`config.mk`:
```
export PLATFORM = sky130hd
export DESIGN_NAME = vcsr_top
export DESIGN_NICKNAME = d
export VERILOG_FILES = /design/src/inc/vcsr_pkg.sv /design/src/core/vcsr_target.sv /design/src/core/vcsr_ramp.sv /design/src/core/vcsr_top.sv
export VERILOG_INCLUDE_DIRS = /design/src /design/src/inc
export SDC_FILE = /design/constraint.sdc
export NUM_CORES = 2
export LEC_CHECK = 0
export CAP_MARGIN = 0
export CORE_ASPECT_RATIO = 0.7
export CORE_MARGIN = 2
export CORE_UTILIZATION = 40
export DETAILED_ROUTE_END_ITERATION = 8
export DONT_BUFFER_PORTS = 1
export SLEW_MARGIN = 20
export SYNTH_ARGS = -nofsm -noshare
export SYNTH_HDL_FRONTEND = slang
export SYNTH_SLANG_ARGS = --single-unit
```
`constraint.sdc`:
```
create_clock -name hclk -period 93.9 [get_ports hclk]
set_input_delay 4.695 -clock hclk [delete_from_list [all_inputs] [get_ports hclk]]
set_output_delay 4.695 -clock hclk [all_outputs]
set_load 0.05 [all_outputs]
```
`src/inc/vcsr_defs.svh`:
```
// Constants of the valve current set-point ramp block
`ifndef VCSR_DEFS_SVH
`define VCSR_DEFS_SVH

// Register byte offsets
`define VCSR_OFF_CTRL       8'h00
`define VCSR_OFF_POT_MIN    8'h04
`define VCSR_OFF_POT_MAX    8'h08
`define VCSR_OFF_CUR_MIN    8'h0c
`define VCSR_OFF_CUR_MAX    8'h10
`define VCSR_OFF_RISE       8'h14
`define VCSR_OFF_FALL       8'h18
`define VCSR_OFF_STATUS     8'h1c

// Control and status field positions
`define VCSR_CTRL_MODE_BIT  0
`define VCSR_CTRL_EN_BIT    1
`define VCSR_STAT_REQ_BIT   16
`define VCSR_STAT_RAMP_BIT  17
`define VCSR_STAT_JUMP_BIT  18

// Reset values
`define VCSR_RST_POT_MIN    12'h100
`define VCSR_RST_POT_MAX    12'he00
`define VCSR_RST_CUR_MIN    16'h0100
`define VCSR_RST_CUR_MAX    16'h0800
`define VCSR_RST_RISE       16'h0064
`define VCSR_RST_FALL       16'h0064

// Timing: ramp tick period and clock period, in ns
`define VCSR_TICK_NS        10000
`define VCSR_CLK_NS         10

// AHB transfer type bit that marks NONSEQ or SEQ
`define VCSR_HTRANS_ACT_BIT 1

`endif

```
`src/inc/vcsr_pkg.sv`:
```
// Types of the valve current set-point ramp block
package vcsr_pkg;

  typedef enum logic {
    VCSR_MODE_PROP,
    VCSR_MODE_ONOFF
  } vcsr_mode_type;

endpackage : vcsr_pkg

```
`src/core/vcsr_target.sv`:
```
// Target current from pot voltage, lowering request and drive mode
module vcsr_target #(
  parameter int WP = 12,
  parameter int WI = 16
) (
  input  wire logic                  enable,
  input  wire vcsr_pkg::vcsr_mode_type mode,
  input  wire logic                  lower_req,
  input  wire logic [WP-1:0]         pot,
  input  wire logic [WP-1:0]         pot_min,
  input  wire logic [WP-1:0]         pot_max,
  input  wire logic [WI-1:0]         cur_min,
  input  wire logic [WI-1:0]         cur_max,
  output logic      [WI-1:0]         target
);

  logic [WP-1:0]    pot_off;
  logic [WP-1:0]    pot_span;
  logic [WI-1:0]    cur_span;
  logic [WP+WI-1:0] prod;
  logic [WP+WI-1:0] quot;

  assign pot_off  = WP'(pot - pot_min);
  assign pot_span = WP'(pot_max - pot_min);
  assign cur_span = (cur_max > cur_min) ? WI'(cur_max - cur_min) : '0;
  assign prod     = (WP+WI)'(pot_off) * (WP+WI)'(cur_span);
  assign quot     = (pot_span == '0) ? '0 : prod / (WP+WI)'(pot_span);

  always_comb begin
    target = '0;
    if (!enable) begin
      target = '0;
    end else if (mode == vcsr_pkg::VCSR_MODE_ONOFF) begin
      target = lower_req ? cur_max : '0;
    end else if (pot < pot_min) begin
      target = '0;
    end else if (pot >= pot_max) begin
      target = cur_max;
    end else begin
      target = WI'(cur_min + WI'(quot));
    end
  end

endmodule : vcsr_target

```
`src/core/vcsr_ramp.sv`:
```
// Next set-point value under rise and fall slope limits
module vcsr_ramp #(
  parameter int WI = 16,
  parameter int WT = 16
) (
  input  wire logic                  tick,
  input  wire vcsr_pkg::vcsr_mode_type mode,
  input  wire logic [WI-1:0]         value,
  input  wire logic [WI-1:0]         target,
  input  wire logic [WI-1:0]         floor_cur,
  input  wire logic [WI-1:0]         span,
  input  wire logic [WT-1:0]         rise_ticks,
  input  wire logic [WT-1:0]         fall_ticks,
  output logic      [WI-1:0]         step_up,
  output logic      [WI-1:0]         step_dn,
  output logic                       jump,
  output logic      [WI-1:0]         value_d
);

  logic          prop;
  logic [WI-1:0] goal;
  logic [WI:0]   up_sum;
  logic [WI-1:0] q_up;
  logic [WI-1:0] q_dn;

  assign prop = (mode == vcsr_pkg::VCSR_MODE_PROP);
  // Proportional release ramps to the minimum first
  assign goal = (prop && target == '0) ? floor_cur : target;

  // Fixed increment: span over ticks, at least one
  assign q_up    = (rise_ticks == '0) ? span : WI'(span / WI'(rise_ticks));
  assign q_dn    = (fall_ticks == '0) ? span : WI'(span / WI'(fall_ticks));
  assign step_up = (q_up == '0) ? WI'(1) : q_up;
  assign step_dn = (q_dn == '0) ? WI'(1) : q_dn;
  assign up_sum  = {1'b0, value} + {1'b0, step_up};
  assign jump    = prop && target != '0 && value < floor_cur;

  always_comb begin
    value_d = value;
    if (jump) begin
      value_d = (floor_cur < target) ? floor_cur : target;
    end else if (prop && target == '0 && value <= floor_cur) begin
      value_d = '0;
    end else if (tick) begin
      if (value < goal) begin
        if (up_sum > {1'b0, goal}) begin
          value_d = goal;
        end else begin
          value_d = WI'(up_sum);
        end
      end else if (value > goal) begin
        if (WI'(value - goal) < step_dn) begin
          value_d = goal;
        end else begin
          value_d = WI'(value - step_dn);
        end
      end
    end
  end

endmodule : vcsr_ramp

```
`src/core/vcsr_top.sv`:
```
// Lowering valve current set-point generator with AHB-Lite registers
//
// Contract
// Proportional and on/off valve drive modes
// Proportional: linear voltage-to-current map between limits
// Proportional: zero below minimum pot voltage
// On/off: only maximum current sets the target
// Every set-point change is rate limited; the R08 jump and the R09 drop to zero happen at once, not per tick
// Zero-to-max rise lasts the rise time
// Max-to-zero fall lasts the fall time
// Proportional step: jump to minimum, then ramp
// Proportional release: ramp to minimum, then zero
// On/off request: ramp zero to maximum
// On/off release: ramp linearly down to zero
// Proportional: saturate at maximum above max voltage
// Fixed per-tick increment, clamped at target
`include "vcsr_defs.svh"

module vcsr_top #(
  parameter int WP          = 12,
  parameter int WI          = 16,
  parameter int WT          = 16,
  parameter int TICK_CYCLES =
    (`VCSR_TICK_NS + `VCSR_CLK_NS - 1) / `VCSR_CLK_NS
) (
  input  wire logic          hclk,
  input  wire logic          hresetn,
  input  wire logic          ce,
  input  wire logic          hsel,
  input  wire logic [31:0]   haddr,
  input  wire logic [1:0]    htrans,
  input  wire logic          hwrite,
  input  wire logic [2:0]    hsize,
  input  wire logic [31:0]   hwdata,
  input  wire logic          hready,
  output logic      [31:0]   hrdata,
  output logic               hreadyout,
  output logic               hresp,
  input  wire logic [WP-1:0] pot_voltage,
  input  wire logic          lower_req,
  output logic      [WI-1:0] valve_setpoint,
  output logic               valve_active
);

  localparam int TW = $clog2(TICK_CYCLES + 1);
  localparam logic [TW-1:0] TICK_LAST = TW'(TICK_CYCLES - 1);

  ////////////////////////////////////////////////////////////////////////////
  // Pin synchronisers

  logic [WP-1:0] pot_m_q;
  logic [WP-1:0] pot_s_q;
  logic          req_m_q;
  logic          req_s_q;

  always_ff @(posedge hclk or negedge hresetn) begin
    if (!hresetn) begin
      pot_m_q <= '0;
      pot_s_q <= '0;
      req_m_q <= 1'b0;
      req_s_q <= 1'b0;
    end else if (ce) begin
      pot_m_q <= pot_voltage;
      pot_s_q <= pot_m_q;
      req_m_q <= lower_req;
      req_s_q <= req_m_q;
    end
  end

  ////////////////////////////////////////////////////////////////////////////
  // AHB-Lite slave, one wait state per transfer

  logic                    pend_q;
  logic                    pend_wr_q;
  logic [7:0]              pend_addr_q;
  logic                    hready_q;
  logic [31:0]             hrdata_q;
  logic                    take;
  vcsr_pkg::vcsr_mode_type mode_q;
  logic                    en_q;
  logic [WP-1:0]           pot_min_q;
  logic [WP-1:0]           pot_max_q;
  logic [WI-1:0]           cur_min_q;
  logic [WI-1:0]           cur_max_q;
  logic [WT-1:0]           rise_q;
  logic [WT-1:0]           fall_q;
  logic [WI-1:0]           setpoint_q;
  logic                    active_q;
  logic                    ramping;
  logic                    jump;
  logic [31:0]             rd_word;

  assign take = hsel && hready && htrans[`VCSR_HTRANS_ACT_BIT];

  always_ff @(posedge hclk or negedge hresetn) begin
    if (!hresetn) begin
      pend_q      <= 1'b0;
      pend_wr_q   <= 1'b0;
      pend_addr_q <= '0;
      hready_q    <= 1'b1;
    end else if (ce) begin
      if (take) begin
        pend_q      <= 1'b1;
        pend_wr_q   <= hwrite;
        pend_addr_q <= haddr[7:0];
        hready_q    <= 1'b0;
      end else begin
        pend_q   <= 1'b0;
        hready_q <= 1'b1;
      end
    end
  end

  // Configuration writes in the data phase
  always_ff @(posedge hclk or negedge hresetn) begin
    if (!hresetn) begin
      mode_q    <= vcsr_pkg::VCSR_MODE_PROP;
      en_q      <= 1'b0;
      pot_min_q <= `VCSR_RST_POT_MIN;
      pot_max_q <= `VCSR_RST_POT_MAX;
      cur_min_q <= `VCSR_RST_CUR_MIN;
      cur_max_q <= `VCSR_RST_CUR_MAX;
      rise_q    <= `VCSR_RST_RISE;
      fall_q    <= `VCSR_RST_FALL;
    end else if (ce && pend_q && pend_wr_q) begin
      case (pend_addr_q)
        `VCSR_OFF_CTRL: begin
          mode_q <= vcsr_pkg::vcsr_mode_type'(
                      hwdata[`VCSR_CTRL_MODE_BIT]);
          en_q   <= hwdata[`VCSR_CTRL_EN_BIT];
        end
        `VCSR_OFF_POT_MIN: pot_min_q <= hwdata[WP-1:0];
        `VCSR_OFF_POT_MAX: pot_max_q <= hwdata[WP-1:0];
        `VCSR_OFF_CUR_MIN: cur_min_q <= hwdata[WI-1:0];
        `VCSR_OFF_CUR_MAX: cur_max_q <= hwdata[WI-1:0];
        `VCSR_OFF_RISE:    rise_q    <= hwdata[WT-1:0];
        `VCSR_OFF_FALL:    fall_q    <= hwdata[WT-1:0];
        default: begin
        end
      endcase
    end
  end

  always_comb begin
    rd_word = '0;
    case (pend_addr_q)
      `VCSR_OFF_CTRL: begin
        rd_word[`VCSR_CTRL_MODE_BIT] = (mode_q == vcsr_pkg::VCSR_MODE_ONOFF);
        rd_word[`VCSR_CTRL_EN_BIT]   = en_q;
      end
      `VCSR_OFF_POT_MIN: rd_word[WP-1:0] = pot_min_q;
      `VCSR_OFF_POT_MAX: rd_word[WP-1:0] = pot_max_q;
      `VCSR_OFF_CUR_MIN: rd_word[WI-1:0] = cur_min_q;
      `VCSR_OFF_CUR_MAX: rd_word[WI-1:0] = cur_max_q;
      `VCSR_OFF_RISE:    rd_word[WT-1:0] = rise_q;
      `VCSR_OFF_FALL:    rd_word[WT-1:0] = fall_q;
      `VCSR_OFF_STATUS: begin
        rd_word[WI-1:0]             = setpoint_q;
        rd_word[`VCSR_STAT_REQ_BIT]  = active_q;
        rd_word[`VCSR_STAT_RAMP_BIT] = ramping;
        rd_word[`VCSR_STAT_JUMP_BIT] = jump;
      end
      default: rd_word = '0;
    endcase
  end

  always_ff @(posedge hclk or negedge hresetn) begin
    if (!hresetn) begin
      hrdata_q <= '0;
    end else if (ce && pend_q && !pend_wr_q) begin
      hrdata_q <= rd_word;
    end
  end

  assign hrdata    = hrdata_q;
  assign hreadyout = hready_q;
  assign hresp     = 1'b0;

  ////////////////////////////////////////////////////////////////////////////
  // Ramp tick generator

  logic [TW-1:0] tick_cnt_q;
  logic          tick_q;

  always_ff @(posedge hclk or negedge hresetn) begin
    if (!hresetn) begin
      tick_cnt_q <= '0;
      tick_q     <= 1'b0;
    end else if (ce) begin
      tick_q <= (tick_cnt_q == TICK_LAST);
      if (tick_cnt_q == TICK_LAST) begin
        tick_cnt_q <= '0;
      end else begin
        tick_cnt_q <= TW'(tick_cnt_q + TW'(1));
      end
    end
  end

  ////////////////////////////////////////////////////////////////////////////
  // Target and ramp

  logic [WI-1:0] target;
  logic [WI-1:0] span;
  logic [WI-1:0] step_up;
  logic [WI-1:0] step_dn;
  logic [WI-1:0] value_d;

  // Full scale: min-to-max in proportional, zero-to-max in on/off
  assign span = (mode_q == vcsr_pkg::VCSR_MODE_ONOFF) ? cur_max_q :
                (cur_max_q > cur_min_q) ? WI'(cur_max_q - cur_min_q) :
                WI'(1);

  vcsr_target #(
    .WP (WP),
    .WI (WI)
  ) u_target (
    .enable    (en_q),
    .mode      (mode_q),
    .lower_req (req_s_q),
    .pot       (pot_s_q),
    .pot_min   (pot_min_q),
    .pot_max   (pot_max_q),
    .cur_min   (cur_min_q),
    .cur_max   (cur_max_q),
    .target    (target)
  );

  vcsr_ramp #(
    .WI (WI),
    .WT (WT)
  ) u_ramp (
    .tick       (tick_q),
    .mode       (mode_q),
    .value      (setpoint_q),
    .target     (target),
    .floor_cur  (cur_min_q),
    .span       (span),
    .rise_ticks (rise_q),
    .fall_ticks (fall_q),
    .step_up    (step_up),
    .step_dn    (step_dn),
    .jump       (jump),
    .value_d    (value_d)
  );

  assign ramping = (setpoint_q != target);

  always_ff @(posedge hclk or negedge hresetn) begin
    if (!hresetn) begin
      setpoint_q <= '0;
      active_q   <= 1'b0;
    end else if (ce) begin
      setpoint_q <= value_d;
      active_q   <= (target != '0);
    end
  end

  assign valve_setpoint = setpoint_q;
  assign valve_active   = active_q;

  ////////////////////////////////////////////////////////////////////////////
  // Assertions

  logic prop;
  assign prop = (mode_q == vcsr_pkg::VCSR_MODE_PROP);

  a_below_min_zero: assert property (@(posedge hclk) disable iff (!hresetn)
    prop && en_q && pot_s_q < pot_min_q |-> target == '0)
    else $error("target not zero below minimum voltage");

  a_sat_at_max: assert property (@(posedge hclk) disable iff (!hresetn)
    prop && en_q && pot_s_q >= pot_max_q && pot_s_q >= pot_min_q
    |-> target == cur_max_q)
    else $error("target not saturated at maximum");

  a_onoff_target: assert property (@(posedge hclk) disable iff (!hresetn)
    !prop && en_q |-> target == (req_s_q ? cur_max_q : '0))
    else $error("on/off target not from maximum current");

  a_prop_jump_min: assert property (@(posedge hclk) disable iff (!hresetn)
    ce && prop && target >= cur_min_q && target != '0 &&
    setpoint_q < cur_min_q |=> setpoint_q == $past(cur_min_q))
    else $error("set-point did not jump to minimum");

  a_prop_zero_end: assert property (@(posedge hclk) disable iff (!hresetn)
    ce && prop && target == '0 && setpoint_q <= cur_min_q
    |=> setpoint_q == '0)
    else $error("set-point not forced to zero after ramp");

  a_onoff_hold: assert property (@(posedge hclk) disable iff (!hresetn)
    ce && !prop && !tick_q |=> $stable(setpoint_q))
    else $error("set-point moved without a tick");

  a_rise_step: assert property (@(posedge hclk) disable iff (!hresetn)
    ce && tick_q && !jump && setpoint_q < target
    |=> setpoint_q > $past(setpoint_q) &&
        setpoint_q - $past(setpoint_q) <= $past(step_up) &&
        setpoint_q <= $past(target))
    else $error("rise step wrong or overshoot");

  a_fall_step: assert property (@(posedge hclk) disable iff (!hresetn)
    ce && tick_q && !prop && setpoint_q > target
    |=> setpoint_q < $past(setpoint_q) &&
        $past(setpoint_q) - setpoint_q <= $past(step_dn) &&
        setpoint_q >= $past(target))
    else $error("fall step wrong or undershoot");

  a_onoff_rise: assert property (@(posedge hclk) disable iff (!hresetn)
    ce && !prop && tick_q && target == cur_max_q && setpoint_q < target
    |=> setpoint_q == (($past(setpoint_q) > $past(target) - $past(step_up)) ?
        $past(target) : $past(setpoint_q) + $past(step_up)))
    else $error("on/off rise increment wrong");

  a_prop_fall: assert property (@(posedge hclk) disable iff (!hresetn)
    ce && tick_q && prop && !jump && target != '0 && setpoint_q > target
    |=> setpoint_q < $past(setpoint_q) &&
        $past(setpoint_q) - setpoint_q <= $past(step_dn) &&
        setpoint_q >= $past(target))
    else $error("proportional fall step wrong or undershoot");

  a_prop_release: assert property (@(posedge hclk) disable iff (!hresetn)
    ce && tick_q && prop && target == '0 && setpoint_q > cur_min_q
    |=> setpoint_q < $past(setpoint_q) &&
        setpoint_q >= $past(cur_min_q))
    else $error("release ramp passed below minimum");

  a_prop_hold: assert property (@(posedge hclk) disable iff (!hresetn)
    ce && prop && !tick_q && !jump &&
    !(target == '0 && setpoint_q <= cur_min_q)
    |=> $stable(setpoint_q))
    else $error("set-point moved between proportional ticks");

  a_map_range: assert property (@(posedge hclk) disable iff (!hresetn)
    prop && en_q && pot_s_q >= pot_min_q && pot_s_q < pot_max_q &&
    cur_max_q >= cur_min_q
    |-> target >= cur_min_q && target <= cur_max_q)
    else $error("mapped target outside current limits");

  a_off_zero: assert property (@(posedge hclk) disable iff (!hresetn)
    !en_q |-> target == '0)
    else $error("target not zero while disabled");

  a_bus_ready: assert property (@(posedge hclk) disable iff (!hresetn)
    ce && take |=> !hreadyout ##1 (hreadyout || !$past(ce)))
    else $error("slave wait state not one cycle");

endmodule : vcsr_top

```
After elaboration in Yosys (flattened, before gate mapping)

Index checks and enable logic that the tools add are counted.
W data, S select, Z words.

Word-level logic and storage cells: 111
Register bits: 174
Output and inout bits: 51

Reduce and logical (&&, ||, !) cells: 29
Multiplexer cells: 29
Equal/unequal tests: 9
Add/sub/neg operators: 8
Bitwise operators: 1
Multiply operators: 1
Divide/modulo/power cells: 3
$lt $le $gt $ge: 10

Operators by type and width:

| kind                 | count |
|---|---|
| $mux W16             | 22 |
| $logic_not A16 Y1    | 5 |
| $pmux W10 S7         | 1 |
| $lt A16 B16 Y1       | 4 |
| $sub A16 B16 Y16     | 3 |
| $div A16 B16 Y16     | 2 |
| $eq A8 B5 Y1 const B | 4 |
| $gt A16 B16 Y1       | 2 |
| $div A28 B12 Y28     | 1 |
| $mul A12 B16 Y28     | 1 |
| $sub A12 B12 Y12     | 2 |
| $pmux W4 S5          | 1 |
| $add A16 B16 Y17     | 1 |
| $gt A17 B16 Y1       | 1 |
| $add A16 B16 Y16     | 1 |
| $eq A8 B4 Y1 const B | 2 |
| $le A16 B16 Y1       | 1 |
| $ne A16 B16 Y1       | 1 |
| $pmux W2 S8          | 1 |
| $reduce_and A2 Y1    | 8 |
| $reduce_bool A16 Y1  | 1 |
| $ge A12 B12 Y1       | 1 |
| $logic_not A12 Y1    | 1 |
| $lt A12 B12 Y1       | 1 |
| 13 further kinds     | 22 |

Longest topological paths before layout

Depth in word-level cells: 21
Mapped depth: 505
Gate-level depth less buffers: 472

By module

From an unflattened synthesis, not the netlist that was laid out.

Cell total of the unflattened synthesis: 6,877
Area total of the unflattened synthesis: 52,899.5 um^2

Modules (own cells, without submodules):

| module      | area each (um^2) | seq. area each (um^2) | cells an instance | times used |
|---|---|---|---|---|
| vcsr_target | 25,574.5         | 0.0                   | 3,509             | 1 |
| vcsr_ramp   | 18,446.4         | 0.0                   | 2,637             | 1 |
| vcsr_top    | 8,878.5          | 4,370.4               | 731               | 1 |

Worst setup path before layout

Ideal clock, no wire load.

Path kind: reg-to-reg
Start: register cur_min_q[0]
End: register setpoint_q[10] (netlist: valve_setpoint[10])
Clock period less this slack: 91.688 ns
Data required time: 93.834 ns
Cell stages (with the launch flop): 485
Data arrival time: 91.621 ns
Path slack: 2.212 ns
Cells stage by stage: dfrtp_1 > ha_1 > inv_1 > fa_1 > nand2_1 > nand2_1 > a21oi_1 > o21bai_1 > a21oi_1 > o21ai_0 > a21oi_1 > o21bai_1 > a21o_1 > a221oi_1 > a21oi_1 > clkbuf_1 > clkbuf_1 > clkbuf_1 > [449 not listed] > a21oi_1 > xnor2_1 > ha_1 > o21a_1 > o21a_1 > o21a_1 > o21a_1 > o21a_1 > o21a_1 > o21a_1 > o21ai_0 > nand2b_1 > a21o_1 > mux2i_1 > clkbuf_1 > a222oi_1 > o221ai_1 > o21a_1

Word-level cells in the longest chain between the ends: 21
Elaborated cells between the ends (all ways): 49
Classes of those cells: add/sub (5); mul (1); div (3); order compare (8); mux (21); reduce/logical (11)

RTL lines:

| item                                               | RTL line                           | source |
|---|---|---|
| start: declaration                                 | vcsr_top.sv:83                     | `logic [WI-1:0] cur_min_q;` |
| start signal: assignment                           | vcsr_top.sv:121                    | `` cur_min_q <= `VCSR_RST_CUR_MIN; `` |
| start signal: assignment                           | vcsr_top.sv:134                    | `` `VCSR_OFF_CUR_MIN: cur_min_q <= hwdata[WI-1:0]; `` |
| $sub A16 B16 Y16 or $gt A16 B16 Y1 (tied branches) | vcsr_target.sv:25, vcsr_top.sv:210 |  |
| $mux W16                                           | vcsr_target.sv:25                  | `assign cur_span = (cur_max > cur_min) ? WI'(cur_max - cur_min) : '0;` |
| $mul A12 B16 Y28                                   | vcsr_target.sv:26                  | `assign prod = (WP+WI)'(pot_off) * (WP+WI)'(cur_span);` |
| $div A28 B12 Y28                                   | vcsr_target.sv:27                  | `assign quot = (pot_span == '0) ? '0 : prod / (WP+WI)'(pot_span);` |
| $mux W16                                           | vcsr_target.sv:27                  |  |
| $add A16 B16 Y16                                   | vcsr_target.sv:40                  | `target = WI'(cur_min + WI'(quot));` |
| $mux W16                                           | vcsr_target.sv:37                  | `end else if (pot >= pot_max) begin` |
| $mux W16                                           | vcsr_target.sv:35                  | `end else if (pot < pot_min) begin` |
| [5 not listed]                                     | n/a                                |  |
| $sub A16 B16 Y16                                   | vcsr_ramp.sv:52                    | `if (WI'(value - goal) < step_dn) begin` |
| $lt A16 B16 Y1                                     | vcsr_ramp.sv:52                    |  |
| $mux W16                                           | vcsr_ramp.sv:52                    |  |
| $mux W16                                           | vcsr_ramp.sv:51                    | `end else if (value > goal) begin` |
| $mux W16                                           | vcsr_ramp.sv:45                    | `if (value < goal) begin` |
| $mux W16                                           | vcsr_ramp.sv:44                    | `end else if (tick) begin` |
| $mux W16                                           | vcsr_ramp.sv:42                    | `end else if (prop && target == '0 && value <= floor_cur) begin` |
| $mux W16                                           | vcsr_ramp.sv:40                    | `if (jump) begin` |
| end signal: assignment                             | vcsr_top.sv:253                    | `setpoint_q <= value_d;` |
| end: declaration                                   | vcsr_top.sv:87                     | `logic [WI-1:0] setpoint_q;` |

Parallel ways exist; a longest one is shown, timed or not. The select of a mux whose other input is x is not followed.
A chain may end at the register's enable or synchronous reset.

Worst setup path after layout

Start: register cur_min_q[0]
End: register setpoint_q[5] (netlist: valve_setpoint[5])

Same word-level chain as after synthesis.

==> qor_table.md <==
| Metric | Reported |
|:---|:---|
| Sequential fraction of the synthesis area | 9.16% |
| Number of cells traversed by the worst register-to-register path | 475 |
| Core area | 118000 sq um |
| Critical path's largest stage delay | 0.56 ns |
| CP max FO | 20 |
| Hold/Removal Path Class | flop to flop |
| Number of buffers on the longest clock path | 2 |
| R2R setup slack | 5.53 ns |
| Detailed-routing iteration count for the pre-antenna-repair pass | 8 |
| Crit path from | cur_min_q[0]$_DFFE_PN0P_ |
| Via count of the first global-routing pass | 44500 |
| Total half-perimeter wirelength after legalization and detailed placement | 142000 um |
| Synth Instances | 6237 |
| Final wirelength | 171000 um |
| Top cell by count, worst path | sky130_fd_sc_hd__o21a_1 |
| DRC marker count from the first detailed-route iteration | 4973 |
| Post-route DRC violation count | 0 |
| Via Count | 48100 |
| Antenna Violating Nets Remaining | 0 |
| Unique cell type count in the Yosys netlist | 132 |
| Final Hold Viols | 0 |
| # setup viols final | 0 |
| Ant. Diodes | 0 |
| Syn Area/Cell | 7.65 sq um |
| Vias per cell | 6.01 |
| Critical R2R Launch | cur_min_q[0]$_DFFE_PN0P_ |
| Slowest stage cell, crit path | sky130_fd_sc_hd__fa_1 |
| Setup skew after layout | 0.0121 ns |
| Syn. warnings | 0 |
| Number of enable flip-flop cells after synthesis | 0 |
| Min Tclk post-route | 88.37 ns |
| Die boundary height | 293 um |
| Worst hold-check slack | 0.508 ns |
| Routed WL per cell | 21.4 um |
| Total instance count after detailed placement | 7935 |
| Most used cells in the layout excluding fill and tap cells | 786 x sky130_fd_sc_hd__ha_1, 613 x sky130_fd_sc_hd__nand2_1, 510 x sky130_fd_sc_hd__nor2_1, 429 x sky130_fd_sc_hd__inv_1, 365 x sky130_fd_sc_hd__o21a_1 |
| Clock transition at the registers of the reported paths | 0.08 ns |
| Cell at the root of the clock tree | sky130_fd_sc_hd__clkbuf_16 |
| Crit path kind | flop to flop |
| Setup crit start kind | flop |
| Fraction of layout instances using a drive strength above 1 | 13.4% |
| Maximum number of pins on one net before global-route repair | 175 |
| TritonCTS clock tree | yes |
| Total I/O pin count | 139 |
| Main synth FF type | sky130_fd_sc_hd__dfrtp_1 |
| Aggregate global-route resource usage | 27.4% |
| Clock insertion delay at the later pin of the skew report | 0.47 ns |
| Number of clock sinks | 174 |
| Top achievable clock speed | 11.3 MHz |
| Most common cell after layout, fill and taps aside | sky130_fd_sc_hd__ha_1 |
| Result of the run | complete, no violations |
| Cell area after synthesis | 47700 sq um |
| Fraction of synthesis flops using an asynchronous set or reset pin | 100% |
| Routability Congestion | 0.997 |
| Destination of the worst register-to-register timing path | valve_setpoint[5]$_DFFE_PN0P_ |
| Effective utilization at floorplan | 40.5% |
| Cell row count | 105 |
| CTS HTree Levels | 4 |
| Layout Cells excl Fill | 8002 |
| Max-capacitance violation count | 0 |
| Port bufs | 0 |
| Initial antenna violation count | 3 |
| Final worst-path cycle share | 94.1% |
| Transition time at the pin with the least slew margin | 1.28 ns |
| Number of max-slew violations in the final report | 0 |
| Final-layout fill cell count | 11800 |
| Remaining global-route overflow | 0 |
| Worst endpoint data arrival time | 88.73 ns |
| Wire length of the first global-routing pass | 265000 um |
| Critical Path Sink | valve_setpoint[5]$_DFFE_PN0P_ |
| Crit end category | flop |
| Count of cell instances traversed by the critical path | 475 |
| Critical path data required time | 94.26 ns |
| Layout-stage area growth over the synthesis result | 11.5% |
| Family of cells with the greatest summed delay on the critical path | compound AO/OA/AOI/OAI gates |
| CP Buf/Inv Count | 45 |
| Die span in x | 417 um |
| Max transition margin | 14.0% |
| Post-synthesis sequential element count | 174 |
| Num CTS Buffers | 17 |
| Final-stage net count | 7461 |
| Total Die Area | 122000 sq um |
-- registers in the layout, indices dropped and copies added, names as in the netlist, 8 cells and up --
signal and count:
fall_q 16, valve_setpoint 16, cur_min_q 16, pot_max_q 12
hrdata 19, pend_addr_q 8, rise_q 16, tick_cnt_q 10
pot_s_q 12, pot_m_q 12, cur_max_q 16, pot_min_q 12
-- metrics by stage --
stage / TNS, ns / utilization, % / setup slack, ns / area [sq um]
2_1_floorplan: 0 / - / 2.21 / 47800
3_3_place_gp: 0 / 43.8 / 1.89 / 51500
3_5_place_dp: 0 / 43.8 / 0.814 / 51500
4_1_cts: 0 / 44.3 / 0.408 / 52100
5_1_grt: -5.05 / 45.2 / -0.393 / 53200
6_report: 0 / 45.2 / 5.53 / 53200
-- cells in the mapped netlist (40+ instances only) --
master	number	area share [%]
sky130_fd_sc_hd__a21o_1	136	2.1
sky130_fd_sc_hd__a21oi_1	364	3.8
sky130_fd_sc_hd__a22oi_1	50	0.79
sky130_fd_sc_hd__clkbuf_1	145	1.1
sky130_fd_sc_hd__dfrtp_1	161	8.4
sky130_fd_sc_hd__fa_1	147	6.2
sky130_fd_sc_hd__ha_1	788	21
sky130_fd_sc_hd__inv_1	430	3.4
sky130_fd_sc_hd__mux2_2	163	3.8
sky130_fd_sc_hd__mux2i_1	58	1.2
sky130_fd_sc_hd__nand2_1	628	4.9
sky130_fd_sc_hd__nand2b_1	97	1.3
sky130_fd_sc_hd__nand3_1	83	0.87
sky130_fd_sc_hd__nand4_1	48	0.63
sky130_fd_sc_hd__nor2_1	521	4.1
sky130_fd_sc_hd__nor2b_1	74	0.97
sky130_fd_sc_hd__nor3_1	367	3.8
sky130_fd_sc_hd__o211ai_1	40	0.63
sky130_fd_sc_hd__o21a_1	368	5.8
sky130_fd_sc_hd__o21ai_0	270	2.8
sky130_fd_sc_hd__o21bai_1	63	0.99
sky130_fd_sc_hd__o31ai_1	231	3.6
sky130_fd_sc_hd__or2_2	42	0.55
sky130_fd_sc_hd__or3_1	41	0.54
sky130_fd_sc_hd__xnor2_1	195	3.6
sky130_fd_sc_hd__xor2_1	95	1.7
-- layer usage --
metal	up-vias	part of all wire [%]	GRT usage, %
met4	2	1.1	2.82
li1	23300	-	-
met5	-	0.0088	0
met1	22900	50	43.3
met3	125	11	7.63
met2	1767	37	36.8
-- timing repair --
| item | 4_1_cts | 5_1_grt |
|---|---|---|
| endpoints found under the setup margin | 0 | 19 |
| gates resized for setup | 0 | 188 |
| hold buffers | 0 | 0 |
| setup buffers | 0 | 33 |
-- layout make-up --
class	instances	area [sq um]	share of cell area, %
well taps	1551	1940	3.65
clock inverters	15	188	0.353
clock buffers	17	425	0.800
inverters	436	1640	3.08
multi-input cells	5447	41900	78.7
repair buffers	362	2760	5.18
flip-flops and latches	174	4380	8.22
-- how the worst min path moves through the flow --
| stage | start | end | slack (ns) | cells past startpoint |
|---|---|---|---|---|
| after floorplan | pot_m_q[0]$_DFFE_PN0P_ | pot_s_q[0]$_DFFE_PN0P_ | 0.45 | 2 |
| after global placement | pot_m_q[0]$_DFFE_PN0P_ | pot_s_q[0]$_DFFE_PN0P_ | 0.48 | 2 |
| after detailed placement | pot_m_q[0]$_DFFE_PN0P_ | pot_s_q[0]$_DFFE_PN0P_ | 0.49 | 2 |
| after CTS | pot_m_q[5]$_DFFE_PN0P_ | pot_s_q[5]$_DFFE_PN0P_ | 0.51 | 1 |
| after global routing | tick_cnt_q[0]$_DFFE_PN0P_ | tick_cnt_q[0]$_DFFE_PN0P_ | 0.53 | 1 |
| final | pot_m_q[6]$_DFFE_PN0P_ | pot_s_q[6]$_DFFE_PN0P_ | 0.51 | 1 |
-- cells by family (layout without fill, tap and decap cells) --
group,Yosys count,after routing,share of synthesized area [%]
compound gates,1896,1896,27.5
mux,226,226,5.21
buf+inv,630,830,5.19
simple gates,2080,2081,20.6
fa+ha+maj,939,939,26.9
other cells,1,14,0.00786
flops,174,174,9.16
xor+xnor,291,291,5.36
Power is left out: the tool's default activity adds up to more than one toggle a clock period on the data nets, which glitch-free logic cannot reach.
